===== config.mk =====
export PLATFORM = sky130hd
export DESIGN_NAME = rtbic_cfg1
export DESIGN_NICKNAME = d
export VERILOG_FILES = /design/src/rtbic_pkg.sv /design/src/rtbic_cfg1.sv
export SDC_FILE = /design/constraint.sdc
export NUM_CORES = 1
export LEC_CHECK = 0
export BUFFER_PORTS_ARGS = -buffer_cell sky130_fd_sc_hd__buf_2
export CELL_PAD_IN_SITES_DETAIL_PLACEMENT = 2
export CELL_PAD_IN_SITES_GLOBAL_PLACEMENT = 2
export CORE_MARGIN = 1
export CORE_UTILIZATION = 30
export DETAILED_ROUTE_END_ITERATION = 10
export GPL_ROUTABILITY_DRIVEN = 0
export PLACE_DENSITY_LB_ADDON = 0.1
export SLEW_MARGIN = 20
export SYNTH_ARGS = -nofsm -noshare
export SYNTH_HDL_FRONTEND = slang
export SYNTH_SLANG_ARGS = --single-unit

===== constraint.sdc =====
create_clock -name CLK_SYS -period 1.3 [get_ports CLK_SYS]
set_input_delay 0.26 -clock CLK_SYS [delete_from_list [all_inputs] [get_ports CLK_SYS]]
set_output_delay 0.26 -clock CLK_SYS [all_outputs]
set_load 0.1 [all_outputs]

===== src/rtbic_pkg.sv =====
/*
 * rtbic_pkg: constants for the first terminal configuration register
 * (bus disable, interrupt pin mode, shutdown scope).
 * Assumes a word-addressed 16-bit host port; no other file needs more.
 */
package rtbic_pkg;

   // host port geometry
   localparam int unsigned ADDR_W = 15;
   localparam int unsigned DATA_W = 16;

   // register location (word address)
   localparam logic [ADDR_W-1:0] CFG1_ADDR = 15'h0000;

   // field positions inside terminal_config_one
   localparam int unsigned BIT_BUS_A_DISABLE     = 15;
   localparam int unsigned BIT_BUS_B_DISABLE     = 14;
   localparam int unsigned BIT_IRQ_LEVEL_SELECT  = 13;
   localparam int unsigned BIT_SHUTDOWN_SCOPE    = 12;

   // value after master reset
   localparam logic [DATA_W-1:0] CFG1_RESET = 16'h0000;

   // read data for any other address
   localparam logic [DATA_W-1:0] RDATA_IDLE = 16'h0000;

   // which bus a shutdown command names as inactive
   typedef enum logic {
      RTBIC_BUS_A,
      RTBIC_BUS_B
   } rtbic_bus_e;

endpackage : rtbic_pkg


===== src/rtbic_cfg1.sv =====
/*
 * rtbic_cfg1: terminal_config_one register and the logic it steers:
 * per-bus transmitter/receiver enables, interrupt pin pulse/level mode,
 * and automatic shutdown of the inactive bus on shutdown mode commands.
 * Assumes host port strobes and protocol events come from CLK_SYS logic;
 * the two transmit-block pins are asynchronous and are synchronised here.
 */
// Notes on behaviour
// - bus A disable bit 15 turns off bus A transmitter and receiver.
// - bus A transmitter off if disable bit or bus A block pin is set.
// - bus A block pin never touches the bus A receiver.
// - bus B disable bit 14 turns off bus B transmitter and receiver.
// - bus B transmitter off if disable bit or bus B block pin is set.
// - bus B block pin never touches the bus B receiver.
// - bit 13 low: message and hardware interrupt pins give pulses.
// - bit 13 high: interrupt pins hold until host acknowledges.
// - auto shutdown enabled, scope bit 0: command kills inactive bus rx and tx.
// - after master reset scope bit and auto shutdown default give full shutdown.
// - only master reset clears the register; nothing else resets it.
// - 16-bit host read-write register, active high, host-maintained only.
// - scope bit 1: command mutes inactive bus transmitter, receiver stays on.
`timescale 1ns/1ps

module rtbic_cfg1 (
   // clock, master reset, clock enable
   input  wire logic                        CLK_SYS,
   input  wire logic                        RST,
   input  wire logic                        CE,
   // host port
   input  wire logic [rtbic_pkg::ADDR_W-1:0] HOST_ADDR,
   input  wire logic                        HOST_WR,
   input  wire logic                        HOST_RD,
   input  wire logic [rtbic_pkg::DATA_W-1:0] HOST_WDATA,
   output logic      [rtbic_pkg::DATA_W-1:0] HOST_RDATA,
   // external transmit-block pins (asynchronous)
   input  wire logic                        BUS_A_TX_BLOCK_PIN,
   input  wire logic                        BUS_B_TX_BLOCK_PIN,
   // shutdown control from protocol logic
   input  wire logic                        AUTO_SHUTDOWN_DISABLE,
   input  wire logic                        SHUTDOWN_CMD,
   input  wire rtbic_pkg::rtbic_bus_e       SHUTDOWN_BUS,
   input  wire logic                        SHUTDOWN_RESTORE,
   // interrupt events and acknowledges
   input  wire logic                        MESSAGE_IRQ_EVT,
   input  wire logic                        HARDWARE_IRQ_EVT,
   input  wire logic                        MESSAGE_IRQ_ACK,
   input  wire logic                        HARDWARE_IRQ_ACK,
   output logic                             MESSAGE_IRQ_PIN,
   output logic                             HARDWARE_IRQ_PIN,
   // bus enables to the encoders/decoders
   output logic                             BUS_A_TX_EN,
   output logic                             BUS_A_RX_EN,
   output logic                             BUS_B_TX_EN,
   output logic                             BUS_B_RX_EN
);
   import rtbic_pkg::*;

   typedef struct packed {
      logic [DATA_W-1:0] cfg;       // terminal_config_one
      logic [DATA_W-1:0] rdata;     // registered read data
      logic [1:0]        blk_a;     // synchroniser, [0] is first stage
      logic [1:0]        blk_b;
      logic              sd_tx_a;   // shutdown state per bus
      logic              sd_rx_a;
      logic              sd_tx_b;
      logic              sd_rx_b;
      logic              irq_msg;
      logic              irq_hw;
   } rtbic_state_s;

   rtbic_state_s st_r;
   rtbic_state_s st_nxt;

   // word decode, shared by the read and write paths
   function automatic logic is_cfg1(input logic [ADDR_W-1:0] a);
      return a == CFG1_ADDR;
   endfunction : is_cfg1

   // one interrupt pin: pulse mode follows the event for one cycle,
   // level mode holds until acknowledged; a fresh event beats the ack
   function automatic logic irq_next(input logic cur, input logic lvl,
                                     input logic evt, input logic ack);
      if (!lvl) begin
         return evt;
      end
      return evt | (cur & ~ack);
   endfunction : irq_next

   logic lvl_mode;
   logic scope_tx_only;
   logic auto_sd;
   assign lvl_mode      = st_r.cfg[BIT_IRQ_LEVEL_SELECT];
   assign scope_tx_only = st_r.cfg[BIT_SHUTDOWN_SCOPE];
   assign auto_sd       = ~AUTO_SHUTDOWN_DISABLE;

   // next state
   always_comb begin
      st_nxt = st_r;
      // only stage two of each synchroniser feeds logic
      st_nxt.blk_a = {st_r.blk_a[0], BUS_A_TX_BLOCK_PIN};
      st_nxt.blk_b = {st_r.blk_b[0], BUS_B_TX_BLOCK_PIN};
      // host access; register is touched only by the host port
      if (HOST_WR && is_cfg1(HOST_ADDR)) begin
         st_nxt.cfg = HOST_WDATA;
      end
      if (HOST_RD) begin
         st_nxt.rdata = is_cfg1(HOST_ADDR) ? st_r.cfg : RDATA_IDLE;
      end
      // restore first, so a shutdown in the same cycle wins
      if (SHUTDOWN_RESTORE) begin
         st_nxt.sd_tx_a = 1'b0;
         st_nxt.sd_rx_a = 1'b0;
         st_nxt.sd_tx_b = 1'b0;
         st_nxt.sd_rx_b = 1'b0;
      end
      // command ignored when automatic shutdown is disabled
      if (SHUTDOWN_CMD && auto_sd) begin
         if (SHUTDOWN_BUS == RTBIC_BUS_A) begin
            st_nxt.sd_tx_a = 1'b1;
            st_nxt.sd_rx_a = st_r.sd_rx_a | ~scope_tx_only;
         end else begin
            st_nxt.sd_tx_b = 1'b1;
            st_nxt.sd_rx_b = st_r.sd_rx_b | ~scope_tx_only;
         end
      end
      st_nxt.irq_msg = irq_next(st_r.irq_msg, lvl_mode,
                                MESSAGE_IRQ_EVT, MESSAGE_IRQ_ACK);
      st_nxt.irq_hw  = irq_next(st_r.irq_hw, lvl_mode,
                                HARDWARE_IRQ_EVT, HARDWARE_IRQ_ACK);
   end

   // state register; master reset is the only reset, CE freezes all
   always_ff @(posedge CLK_SYS or posedge RST) begin
      if (RST) begin
         st_r       <= '0;
         st_r.cfg   <= CFG1_RESET;
         st_r.rdata <= RDATA_IDLE;
      end else if (CE) begin
         st_r <= st_nxt;
      end
   end

   // enables: the block pin gates only the transmitter
   assign BUS_A_TX_EN = ~(st_r.cfg[BIT_BUS_A_DISABLE] | st_r.blk_a[1]
                          | st_r.sd_tx_a);
   assign BUS_A_RX_EN = ~(st_r.cfg[BIT_BUS_A_DISABLE]
                          | st_r.sd_rx_a);
   assign BUS_B_TX_EN = ~(st_r.cfg[BIT_BUS_B_DISABLE] | st_r.blk_b[1]
                          | st_r.sd_tx_b);
   assign BUS_B_RX_EN = ~(st_r.cfg[BIT_BUS_B_DISABLE]
                          | st_r.sd_rx_b);

   assign HOST_RDATA       = st_r.rdata;
   assign MESSAGE_IRQ_PIN  = st_r.irq_msg;
   assign HARDWARE_IRQ_PIN = st_r.irq_hw;
endmodule : rtbic_cfg1


==> summary.md, run 1 <==
| Metric | Value |
|---|---|
| Failing checks | `hold timing, setup timing` |
| ANT cells | `0` |
| Maximum clock frequency | `712 MHz` |
| Final hold violations | `14` |
| Total power | `3.16 mW` |
| Post-Layout Inst Area | `2820 um2` |
| Syn Nets | `175` |
| Area of the multi-input gates | `673 um2` |
| CTS Sinks | `42` |
| DR DRC count | `0` |
| Predominant post-synthesis flop cell | `dfrtp_1` |
| Yosys warning total | `0` |
| Vias in the first global route | `1,533` |
| Status | `finished, violations left` |
| Largest net degree at the start of global routing | `43` |
| Post-Route WL | `5250 um` |
| Vias | `1,289` |
| Later-pin clock latency in the skew report | `300 ps` |
| Ys async rst share | `100%` |
| Critical path endpoint category | `primary output` |
| Fillers | `547` |
| TritonCTS clock tree | `yes` |
| Cell chain of the critical path | `nor3_4 -> buf_12` |
| Core ar. | `5540 um2` |
| Slack of the critical path | `-105 ps` |
| Number of flops mapped to enable cells by yosys | `0` |
| Most frequent cell after synthesis | `dfrtp_1` |
| Netlist cell types | `20` |
| Min Hold Slack | `-5.79 ps` |
| DP Wirelength | `3690 um` |
| Share of layout cells above drive strength 1 | `59.3%` |
| Layout Cells excl Fill | `271` |
| Yosys reg bits | `42` |
| Sequential Area | `1050 um2` |
| Cell Area, Synth | `1740 um2` |
| Final Cycle Share | `108%` |
| Clk slew on worst S/H paths | `90 ps` |
| Crit path kind | `reg2out` |
| Unrepaired setup endpoints after global routing | `true` |
| Slew HR | `84.6%` |
| Min Tclk post-route | `1410 ps` |
| Post-DP Area | `2500 um2` |
| First-pass GRT wire length | `8400 um` |
| Dpl cells | `258` |
| Critical Path Max Stage Delay | `420 ps` |
| Die Ht | `78.1 um` |
| CTS root buf | `clkbuf_8` |
| Area Growth Syn to Fin | `62.3%` |
| Routed WL per cell | `19.4 um` |
| Top cells by area, synth | `dfrtp_1 (61%), mux2_1 (13%), a22o_1 (9.6%)` |
| Via/cell ratio | `4.76` |
| Yosys top cell area share | `60.5%` |
| Area leader, netlist | `dfrtp_1` |
| Final core utilization | `50.9%` |
| Top post-synthesis cells by count | `dfrtp_1 (42), mux2_1 (20), a22o_1 (19)` |
| Fin nets | `244` |
| Max H-tree Level | `2` |
| Power per cell area | `1120 nW/um2` |
| Rows | `27` |
| Die width | `78.1 um` |
| Routed Antenna Nets | `0` |
| Synth Instances | `129` |
| Drt first pass iters | `4` |
| CP Buf/Inv Count | `1` |
| Setup-failing EPs final | `20` |
| GRT Total Usage | `18.9%` |
| CP max FO | `2` |
| Syn Area/Cell | `13.5 um2` |
| Slowest cell on crit path | `dfrtp_1` |
| Deepest clock path buffer count | `2` |
| Pin slew with the least headroom to its limit | `232 ps` |
| WP data required | `1040 ps` |
| Detailed router's first-iteration violation count | `29` |
| Initial Util | `31.3%` |
| Leak | `1.34 nW` |
| Max Clock Skew | `8.26 ps` |
| IO Count | `68` |
| Initial antenna violation count | `0` |
| Post-synthesis sequential area ratio | `60.5%` |
| Total grt overflow | `0` |
| Worst setup SP type | `flip-flop` |
| Fin. max-slew vios | `0` |
| CP Data Arrival Time | `1150 ps` |
| Hold crit path type | `in2async` |
| Peak supply drop | `592 uV` |
| Critical path's top delay family | `flip-flops` |
| Inserted Clock Buffers | `5` |
| Die area | `6100 um2` |
| Maximum capacitance violations | `0` |
| I/O Buffers | `67` |
-- final timing paths --
kind                                         start     endpoint  slack, ps  depth (start not counted)
worst max-delay path                       st_r[9]  BUS_A_TX_EN       -110                          2
worst min-delay path                           RST     st_r[34]         -6                          3
worst max register to register            st_r[41]     st_r[41]        180                          3
worst min register to register           st_nxt[9]    st_nxt[9]        490                          1
max in group asynchronous                      RST     st_r[41]       1090                          3
min in group CLK_SYS            BUS_B_TX_BLOCK_PIN    st_nxt[7]        170                          2
-- kinds of logic (layout without fill, tap and decap cells) --
logic type,Yosys count,count (layout),share of synthesized area [%]
flops,42,42,60.5
compound gates,24,24,11.5
mux,20,20,13.0
buf+inv,22,92,8.72
simple gates,21,21,6.34
-- power breakdown --
| group | switching [mW] | total, mW | internal (mW) | leakage (nW) |
|---|---|---|---|---|
| Combinational | 0.309 | 0.526 | 0.217 | 0.705 |
| Clock | 0.490 | 1.26 | 0.770 | 0.0683 |
| Sequential | 0.0385 | 1.38 | 1.34 | 0.567 |
| Total | 0.837 | 3.16 | 2.33 | 1.34 |
-- per-layer routing --
metal	up-vias	track usage, %	share of wire, %	routed length, um
met5	-	0	0	0
met4	0	7.22	1.1	57
met3	6	4.53	5.5	287
met2	39	36.5	57	2990
met1	662	19.4	36	1910
li1	582	-	-	-
-- cell type report --
| type | count | area share, % |
|---|---|---|
| sequential | 42 | 37.4 |
| timing repair buffer | 82 | 30.4 |
| multi-input combinational | 65 | 23.9 |
| tap | 72 | 3.20 |
| clock buffer | 5 | 2.44 |
| clock inverter | 3 | 2.44 |
| inverter | 2 | 0.266 |
-- repair_timing --
| item | 4_1_cts | 5_1_grt |
|---|---|---|
| cloned | 2 | 0 |
| resized for setup | 27 | 7 |
| setup buffers | 6 | 1 |
| pin swaps | 4 | 6 |
| endpoints found under the setup margin | 21 | 36 |
| hold buffers | 0 | 0 |
-- state kept, by name, indices dropped and copies added, names as in the netlist --
name and cells:
scope_tx_only 1, st_nxt 2, st_r 20, HOST_RDATA 16
lvl_mode 1, MESSAGE_IRQ_PIN 1, HARDWARE_IRQ_PIN 1
-- tightest hold or removal path, delay by kind of cell --
family	cells	cell delay (ps)
buf+inv	3	410
-- through the flow --
step	setup TNS, ps	worst slack (ps)	hold slack (ps)
after floorplan	-2880	-212	395
after global placement	-6780	-264	303
after detailed placement	-10760	-404	345
after CTS	-1300	-127	8.00
after global routing	-2170	-151	8.53
final	-1060	-105	-5.79
-- placed cells by master (no fill, tap or decap), types with 2 or more instances in the layout --
| cell type | n |
|---|---|
| nor2_4 | 4 |
| buf_6 | 9 |
| nor2b_1 | 3 |
| o21ai_1 | 3 |
| clkbuf_8 | 5 |
| a22o_1 | 19 |
| mux2_1 | 4 |
| bufinv_16 | 2 |
| buf_12 | 24 |
| buf_4 | 8 |
| dfrtp_1 | 40 |
| mux2_4 | 16 |
| buf_2 | 40 |
| dfrtp_2 | 2 |
| nor4_4 | 2 |
| nand2_1 | 7 |
| nor3_4 | 2 |
No activity file was read; power rests on OpenSTA's default activity.
==> run 2: changes to the inputs <==
--- a/config.mk
+++ b/config.mk
@@ -13,6 +13,7 @@
 export DETAILED_ROUTE_END_ITERATION = 10
 export GPL_ROUTABILITY_DRIVEN = 0
 export PLACE_DENSITY_LB_ADDON = 0.1
+export RECOVER_POWER = 50
 export SLEW_MARGIN = 20
 export SYNTH_ARGS = -nofsm -noshare
 export SYNTH_HDL_FRONTEND = slang
==> summary.md, run 2 (same netlist as run 1, synthesis figures left out) <==
| Metric | Value |
|---|---|
| Status | `finished, violations left` |
| Failing checks | `setup timing` |
| Later-pin clock latency in the skew report | `300 ps (about the same)` |
| Largest register FFs | `20 (unchanged)` |
| Max H-tree Level | `2 (unchanged)` |
| Detailed router's first-iteration violation count | `29 (unchanged)` |
| Reg-to-Reg Start | `st_r[41]` |
| Maximum capacitance violations | `0 (unchanged)` |
| Largest Register | `st_r` |
| Clk slew on worst S/H paths | `80 ps (about the same)` |
| CP Data Arrival Time | `1150 ps (about the same)` |
| Hold crit path type | `in2reg` |
| Leak | `1.34 nW (-0.31%)` |
| Slew HR | `28.9% (-56 points)` |
| Initial Util | `31.3% (unchanged)` |
| Peak supply drop | `592 uV (about the same)` |
| Vias | `1,285 (-0.31%)` |
| Fillers | `549 (+0.37%)` |
| GRT Total Usage | `18.9% (unchanged)` |
| Final core utilization | `50.6% (-0.27 points)` |
| Deepest clock path buffer count | `2 (unchanged)` |
| Hold wc startpoint | `BUS_B_TX_BLOCK_PIN` |
| Initial antenna violation count | `0 (unchanged)` |
| CTS root buf | `clkbuf_8` |
| Worst r2r dst | `st_r[41]` |
| DP Wirelength | `3690 um (unchanged)` |
| Crit path kind | `reg2out` |
| Final hold violations | `0 (-14)` |
| Die width | `78.1 um (unchanged)` |
| Largest net degree at the start of global routing | `43 (unchanged)` |
| First-pass GRT wire length | `8400 um (unchanged)` |
| Clk pwr share | `39.9% (about the same)` |
| Rows | `27 (unchanged)` |
| Internal | `2.32 mW (-0.23%)` |
| Max Clock Skew | `8.24 ps (-0.0229 ps)` |
| DR DRC count | `0 (unchanged)` |
| Setup-failing EPs final | `20 (unchanged)` |
| TritonCTS clock tree | `yes` |
| Fin. max-slew vios | `0 (unchanged)` |
| Total grt overflow | `0 (unchanged)` |
| Fin nets | `244 (unchanged)` |
| CP max FO | `2 (unchanged)` |
| Switching Share | `26.5% (about the same)` |
| Most frequent cells in the layout | `dfrtp_1 (40), buf_2 (40), buf_12 (23), a22o_1 (19), mux2_4 (16)` |
| Post-Route WL | `5240 um (about the same)` |
| Worst Hold Depth | `2` |
| CTS Sinks | `42 (unchanged)` |
| Drt first pass iters | `4 (unchanged)` |
| I/O Buffers | `67 (unchanged)` |
| Area Growth Syn to Fin | `61.5%` |
| Share of layout cells above drive strength 1 | `58.8% (-0.50 points)` |
| Switch Pwr | `836 uW (-0.11%)` |
| Vias in the first global route | `1,533 (unchanged)` |
| Reg2Reg Depth | `3 (unchanged)` |
| Final Cycle Share | `108% (about the same)` |
| Die Ht | `78.1 um (unchanged)` |
| Post-Layout Inst Area | `2800 um2 (-0.53%)` |
| Critical path endpoint category | `primary output` |
| Maximum clock frequency | `712 MHz (about the same)` |
| Core ar. | `5540 um2 (unchanged)` |
| Worst R2R Setup Slack | `180 ps (about the same)` |
| Gate power share | `16.4% (-0.2 points)` |
| Via/cell ratio | `4.74 (-0.31%)` |
| ANT cells | `0 (unchanged)` |
| Worst setup SP type | `flip-flop` |
| Power per cell area | `1130 nW/um2 (+0.33%)` |
| Routed Antenna Nets | `0 (unchanged)` |
| Slack of the critical path | `-105 ps (-0.154 ps)` |
| Routed WL per cell | `19.4 um (about the same)` |
| Hold EP | `st_nxt[7]` |
| WP data required | `1040 ps (about the same)` |
| Post-DP Area | `2500 um2 (unchanged)` |
| IO Count | `68 (unchanged)` |
| Die area | `6100 um2 (unchanged)` |
| Hold-fix buffers at CTS | `0 (unchanged)` |
| Flop pwr share | `43.7% (about the same)` |
| Layout Cells excl Fill | `271 (unchanged)` |
| Pin slew with the least headroom to its limit | `1070 ps (+835 ps)` |
| Unrepaired setup endpoints after global routing | `true` |
| Dpl cells | `258 (unchanged)` |
| Inserted Clock Buffers | `5 (unchanged)` |
| Min Tclk post-route | `1410 ps (+0.154 ps)` |
==> run 2: cell count changes in the layout (fill, tap and decap cells not counted) <==
| cell | delta |
|---|---|
| buf_12 | -1 |
| inv_2 | -1 |
| inv_1 | +1 |
| clkbuf_2 | +1 |
==> run 2: power groups by stage <==
stage	sequential (mW)	clock, mW	combinational, mW
2_1_floorplan	1.44	0	0.237
3_3_place_gp	1.40	0	0.493
3_5_place_dp	1.41	0	0.506
4_1_cts	1.38	1.29	0.527
5_1_grt	1.38	1.32	0.548
6_report	1.38	1.26	0.519
==> run 2: worst max-delay path by stage <==
stage | startpoint | to | slack (ps) | cells past startpoint
2_1_floorplan | HOST_ADDR[6] | st_r[26] | -210 | 5
3_3_place_gp | HOST_ADDR[2] | lvl_mode | -260 | 6
3_5_place_dp | HOST_ADDR[1] | st_r[34] | -400 | 6
4_1_cts | st_r[7] | BUS_B_TX_EN | -130 | 2
5_1_grt | st_r[7] | BUS_B_TX_EN | -150 | 2
6_report | st_r[9] | BUS_A_TX_EN | -110 | 2
==> run 2: area by class of cell <==
type	count	area [um2]	share of cell area, %
clock buffers	5	68.8	2.45
clock inverters	3	68.8	2.45
inverters	2	7.51	0.268
multi-input cells	65	673	24.0
flip-flops and latches	42	1050	37.6
well taps	72	90.1	3.21
repair buffers	82	842	30.0
==> run 2: critical path, cell delays in order (launching register included) <==
cell	delay, ps
dfrtp_1	420
nor3_4	230
buf_12	200
==> run 2: timing repair <==
item	4_1_cts	5_1_grt
cloned	2	0
pin swaps	4	6
setup endpoints to repair	21	36
resized for setup	27	7
buffers inserted	6	1
==> run 2: layer usage <==
| metal | track usage, % | vias to the layer above | routed length [um] |
|---|---|---|---|
| met2 | 36.5 | 39 | 2990 |
| met5 | 0 | - | 0 |
| met4 | 7.22 | 0 | 57 |
| met3 | 4.53 | 6 | 287 |
| li1 | - | 582 | - |
| met1 | 19.4 | 658 | 1910 |
==> run 2: per-stage QoR <==
step                total power, mW  hold slack, ps  worst slack (ps)  setup TNS (ps)
finish                         3.16             174              -105           -1060
global route                   3.25             174              -151           -2170
CTS                            3.20            8.00              -127           -1300
detailed placement             1.91             345              -404          -10760
global placement               1.90             303              -264           -6780
floorplan                      1.67             395              -212           -2880
==> run 3: changes to the inputs <==
--- a/config.mk
+++ b/config.mk
@@ -5,11 +5,12 @@
 export SDC_FILE = /design/constraint.sdc
 export NUM_CORES = 1
 export LEC_CHECK = 0
+export ABC_AREA = 1
 export BUFFER_PORTS_ARGS = -buffer_cell sky130_fd_sc_hd__buf_2
 export CELL_PAD_IN_SITES_DETAIL_PLACEMENT = 2
 export CELL_PAD_IN_SITES_GLOBAL_PLACEMENT = 2
 export CORE_MARGIN = 1
-export CORE_UTILIZATION = 30
+export CORE_UTILIZATION = 29
 export DETAILED_ROUTE_END_ITERATION = 10
 export GPL_ROUTABILITY_DRIVEN = 0
 export PLACE_DENSITY_LB_ADDON = 0.1
==> summary.md, run 3 <==
| Metric | Value |
|---|---|
| Final Cycle Share | `108% (about the same)` |
| Fin nets | `332 (+36%)` |
| Layout Cells excl Fill | `367 (+35%)` |
| Area Growth Syn to Fin | `41.0%` |
| I/O Buffers | `67 (unchanged)` |
| Syn Nets | `271 (+55%)` |
| Switch Pwr | `799 uW (-4.5%)` |
| CTS root buf | `clkbuf_8` |
| Routed WL per cell | `13.9 um (-28%)` |
| Largest Register | `st_r` |
| CP max FO | `2 (unchanged)` |
| Met1 WL | `2320 um (+21%)` |
| CP Data Arrival Time | `1150 ps (about the same)` |
| Post-Layout Inst Area | `2840 um2 (+1.3%)` |
| Number of flops mapped to enable cells by yosys | `0 (unchanged)` |
| Met3 WL | `259 um (-9.8%)` |
| Hold wc startpoint | `BUS_B_TX_BLOCK_PIN` |
| Syn Area/Cell | `8.96 um2 (-33%)` |
| Clk pwr share | `35.3% (-4.6 points)` |
| Min Tclk post-route | `1410 ps (-0.0870 ps)` |
| Netlist cell types | `23 (+15%)` |
| WP data required | `1040 ps (about the same)` |
| Post-synthesis sequential area ratio | `52.1% (-8.4 points)` |
| Ys async rst share | `100% (unchanged)` |
| Deepest clock path buffer count | `2 (unchanged)` |
| First-pass GRT wire length | `8970 um (+6.7%)` |
| DP Wirelength | `3860 um (+4.7%)` |
| IO Count | `68 (unchanged)` |
| Yosys reg bits | `42 (unchanged)` |
| Dpl cells | `355 (+38%)` |
| GRT Total Usage | `15.8% (-3.1 points)` |
| Post-synthesis mux area share | `0% (-13 points)` |
| Unrepaired setup endpoints after global routing | `true` |
| Failing checks | `setup timing` |
| Leak | `1.45 nW (+8.5%)` |
| Post-Route WL | `5100 um (-2.8%)` |
| Reg-to-Reg Start | `st_r[40]` |
| Yosys warning total | `0 (unchanged)` |
| Vias | `1,713 (+33%)` |
| Cell Area, Synth | `2020 um2 (+16%)` |
| Max H-tree Level | `2 (unchanged)` |
| Predominant post-synthesis flop cell | `dfrtp_1` |
| Area of the multi-input gates | `786 um2 (+17%)` |
| Yosys top cell area share | `52.1% (-8.4 points)` |
| Critical path endpoint category | `primary output` |
| Later-pin clock latency in the skew report | `290 ps (about the same)` |
| Hold EP | `st_nxt[7]` |
| Reg2Reg Depth | `3 (unchanged)` |
| Most frequent cells in the layout | `nand2_1 (88), buf_2 (44), dfrtp_1 (38), buf_12 (22), nand4_1 (16)` |
| Worst Hold Depth | `3 (+1)` |
| CTS Sinks | `42 (unchanged)` |
| Internal | `2.09 mW (-9.8%)` |
| Final hold violations | `0 (unchanged)` |
| Switching Share | `27.6% (+1.1 points)` |
| Synth Instances | `225 (+74%)` |
| Largest family of logic cells by synthesized area | `simple AND/OR/NAND/NOR gates` |
| DR DRC count | `0 (unchanged)` |
| Adder-cell share of the synthesized area | `0% (unchanged)` |
| Worst r2r dst | `HOST_RDATA[14]` |
| Most frequent cell after synthesis | `nand2_1` |
| Met2 WL | `2450 um (-18%)` |
| Inserted Clock Buffers | `5 (unchanged)` |
| Crit path kind | `reg2out` |
| Largest net degree at the start of global routing | `43 (unchanged)` |
| Flop pwr share | `47.4% (+3.7 points)` |
| Initial Util | `29.8% (-1.5 points)` |
| Final core utilization | `42.1% (-8.6 points)` |
| Die area | `7290 um2 (+20%)` |
| Min Hold Slack | `164 ps (-9.90 ps)` |
| Status | `finished, violations left` |
| Setup-failing EPs final | `4 (-80%)` |
| Simple-gate area share of the yosys netlist | `29.2% (+23 points)` |
| Worst setup SP type | `flip-flop` |
| Clk slew on worst S/H paths | `80 ps (about the same)` |
| Area leader, netlist | `dfrtp_1` |
| Worst R2R Setup Slack | `430 ps (+250 ps)` |
| TritonCTS clock tree | `yes` |
| Share of layout cells above drive strength 1 | `40.4% (-18 points)` |
| Fillers | `742 (+35%)` |
| Slack of the critical path | `-105 ps (+0.0870 ps)` |
| Post-DP Area | `2710 um2 (+8.0%)` |
| Uppermost layer routed | `met4` |
| Max Clock Skew | `2.60 ps (-5.63 ps)` |
| Hold crit path type | `in2reg` |
| Vias in the first global route | `1,861 (+21%)` |
| Pin slew with the least headroom to its limit | `574 ps (-492 ps)` |
| Detailed router's first-iteration violation count | `45 (+55%)` |
| Setup TNS | `-211 ps (+845 ps)` |
| Power per cell area | `1020 nW/um2 (-9.6%)` |
| Synth Area in XOR/XNOR | `0% (unchanged)` |
| Initial antenna violation count | `0 (unchanged)` |
| Total grt overflow | `0 (unchanged)` |
| Rows | `30 (+11%)` |
| Core ar. | `6760 um2 (+22%)` |
| Compound-Gate Fraction of Synth Area | `7.95% (-3.5 points)` |
| Top cells by area, synth | `dfrtp_1 (52%), nand2_1 (16%), buf_4 (7.1%)` |
| Commonest non-fill, non-tap cell in the layout | `nand2_1` |
| Sequential Area | `1060 um2 (+0.24%)` |
| Die width | `85.4 um (+9.3%)` |
| Drt first pass iters | `4 (unchanged)` |
| Top post-synthesis cells by count | `nand2_1 (88), dfrtp_1 (42), buf_4 (19)` |
| Via/cell ratio | `4.67 (-1.6%)` |
| Fin. max-slew vios | `0 (unchanged)` |
| Peak supply drop | `355 uV (-40%)` |
| ANT cells | `0 (unchanged)` |
| Slew HR | `61.7% (+33 points)` |
| Maximum clock frequency | `712 MHz (about the same)` |
| Maximum capacitance violations | `0 (unchanged)` |
| Gate power share | `17.3% (+0.9 points)` |
| Routed Antenna Nets | `0 (unchanged)` |
| Die Ht | `85.4 um (+9.3%)` |
| Largest register FFs | `20 (unchanged)` |
run 3: cell count changes in the layout (fill, tap and decap cells not counted), sizes merged, moves of 5 or more:
cell,delta
buf,-5
o21ai,+16
a22o,-19
nand2,+86
mux2,-20
inv,+6
nor2,+9
nand4,+15
run 3: cell families (layout without fill, tap and decap cells):
group	count (synthesis)	in the layout
DFF	42	42
and+or+nand+nor	126	126
AOI/OAI and AO/OA	23	23
buffers and inverters	34	96
run 3: worst max path at each step:
stage	start	to	slack, ps	depth (start not counted)
finish	st_r[9]	BUS_A_TX_EN	-110	2
global route	st_r[9]	BUS_A_TX_EN	-160	2
CTS	st_r[9]	BUS_A_TX_EN	-140	2
detailed placement	HOST_ADDR[13]	st_r[26]	20	7
global placement	HOST_ADDR[9]	st_r[33]	80	7
floorplan	st_r[40]	BUS_B_RX_EN	-200	1
run 3: what timing repair did:
item,in CTS,in global routing
endpoints found under the hold margin,42,0
pin swaps,2,1
endpoints found under the setup margin,4,4
buffers inserted,3,0
hold buffers,1,0
gates resized for setup,3,0
run 3: final cells by class:
cell class / count / area share [%]
multi-input cells: 149 / 27.7
inverters: 9 / 1.19
flip-flops and latches: 42 / 37.2
clock buffers: 5 / 2.42
clock inverters: 3 / 1.41
well taps: 80 / 3.52
repair buffers: 79 / 26.6
run 3: worst max-delay path, cell delays in order, from the launching register on:
cell and delay (ps):
dfrtp_1 410, nor3_4 240, buf_12 200
run 3: power groups by stage:
| stage | logic [mW] | registers [mW] | clock network (mW) |
|---|---|---|---|
| 3_5_place_dp | 0.503 | 1.40 | 0 |
| 4_1_cts | 0.517 | 1.37 | 1.05 |
| 6_report | 0.502 | 1.37 | 1.02 |
| 5_1_grt | 0.541 | 1.38 | 1.11 |
| 3_3_place_gp | 0.496 | 1.40 | 0 |
| 2_1_floorplan | 0.247 | 1.43 | 0 |
run 3: per-layer routing:
layer  up-vias  global-route usage, %
met1       832                   20.5
met3         6                   4.18
met5         -                      0
li1        828                      -
met2        47                   26.1
met4         0                   4.55
run 3: metrics by stage:
stage          setup WS [ps]  power, mW
4_1_cts                 -137       2.94
5_1_grt                 -158       3.02
3_5_place_dp            22.0       1.90
3_3_place_gp            80.2       1.89
6_report                -105       2.89
2_1_floorplan           -196       1.68
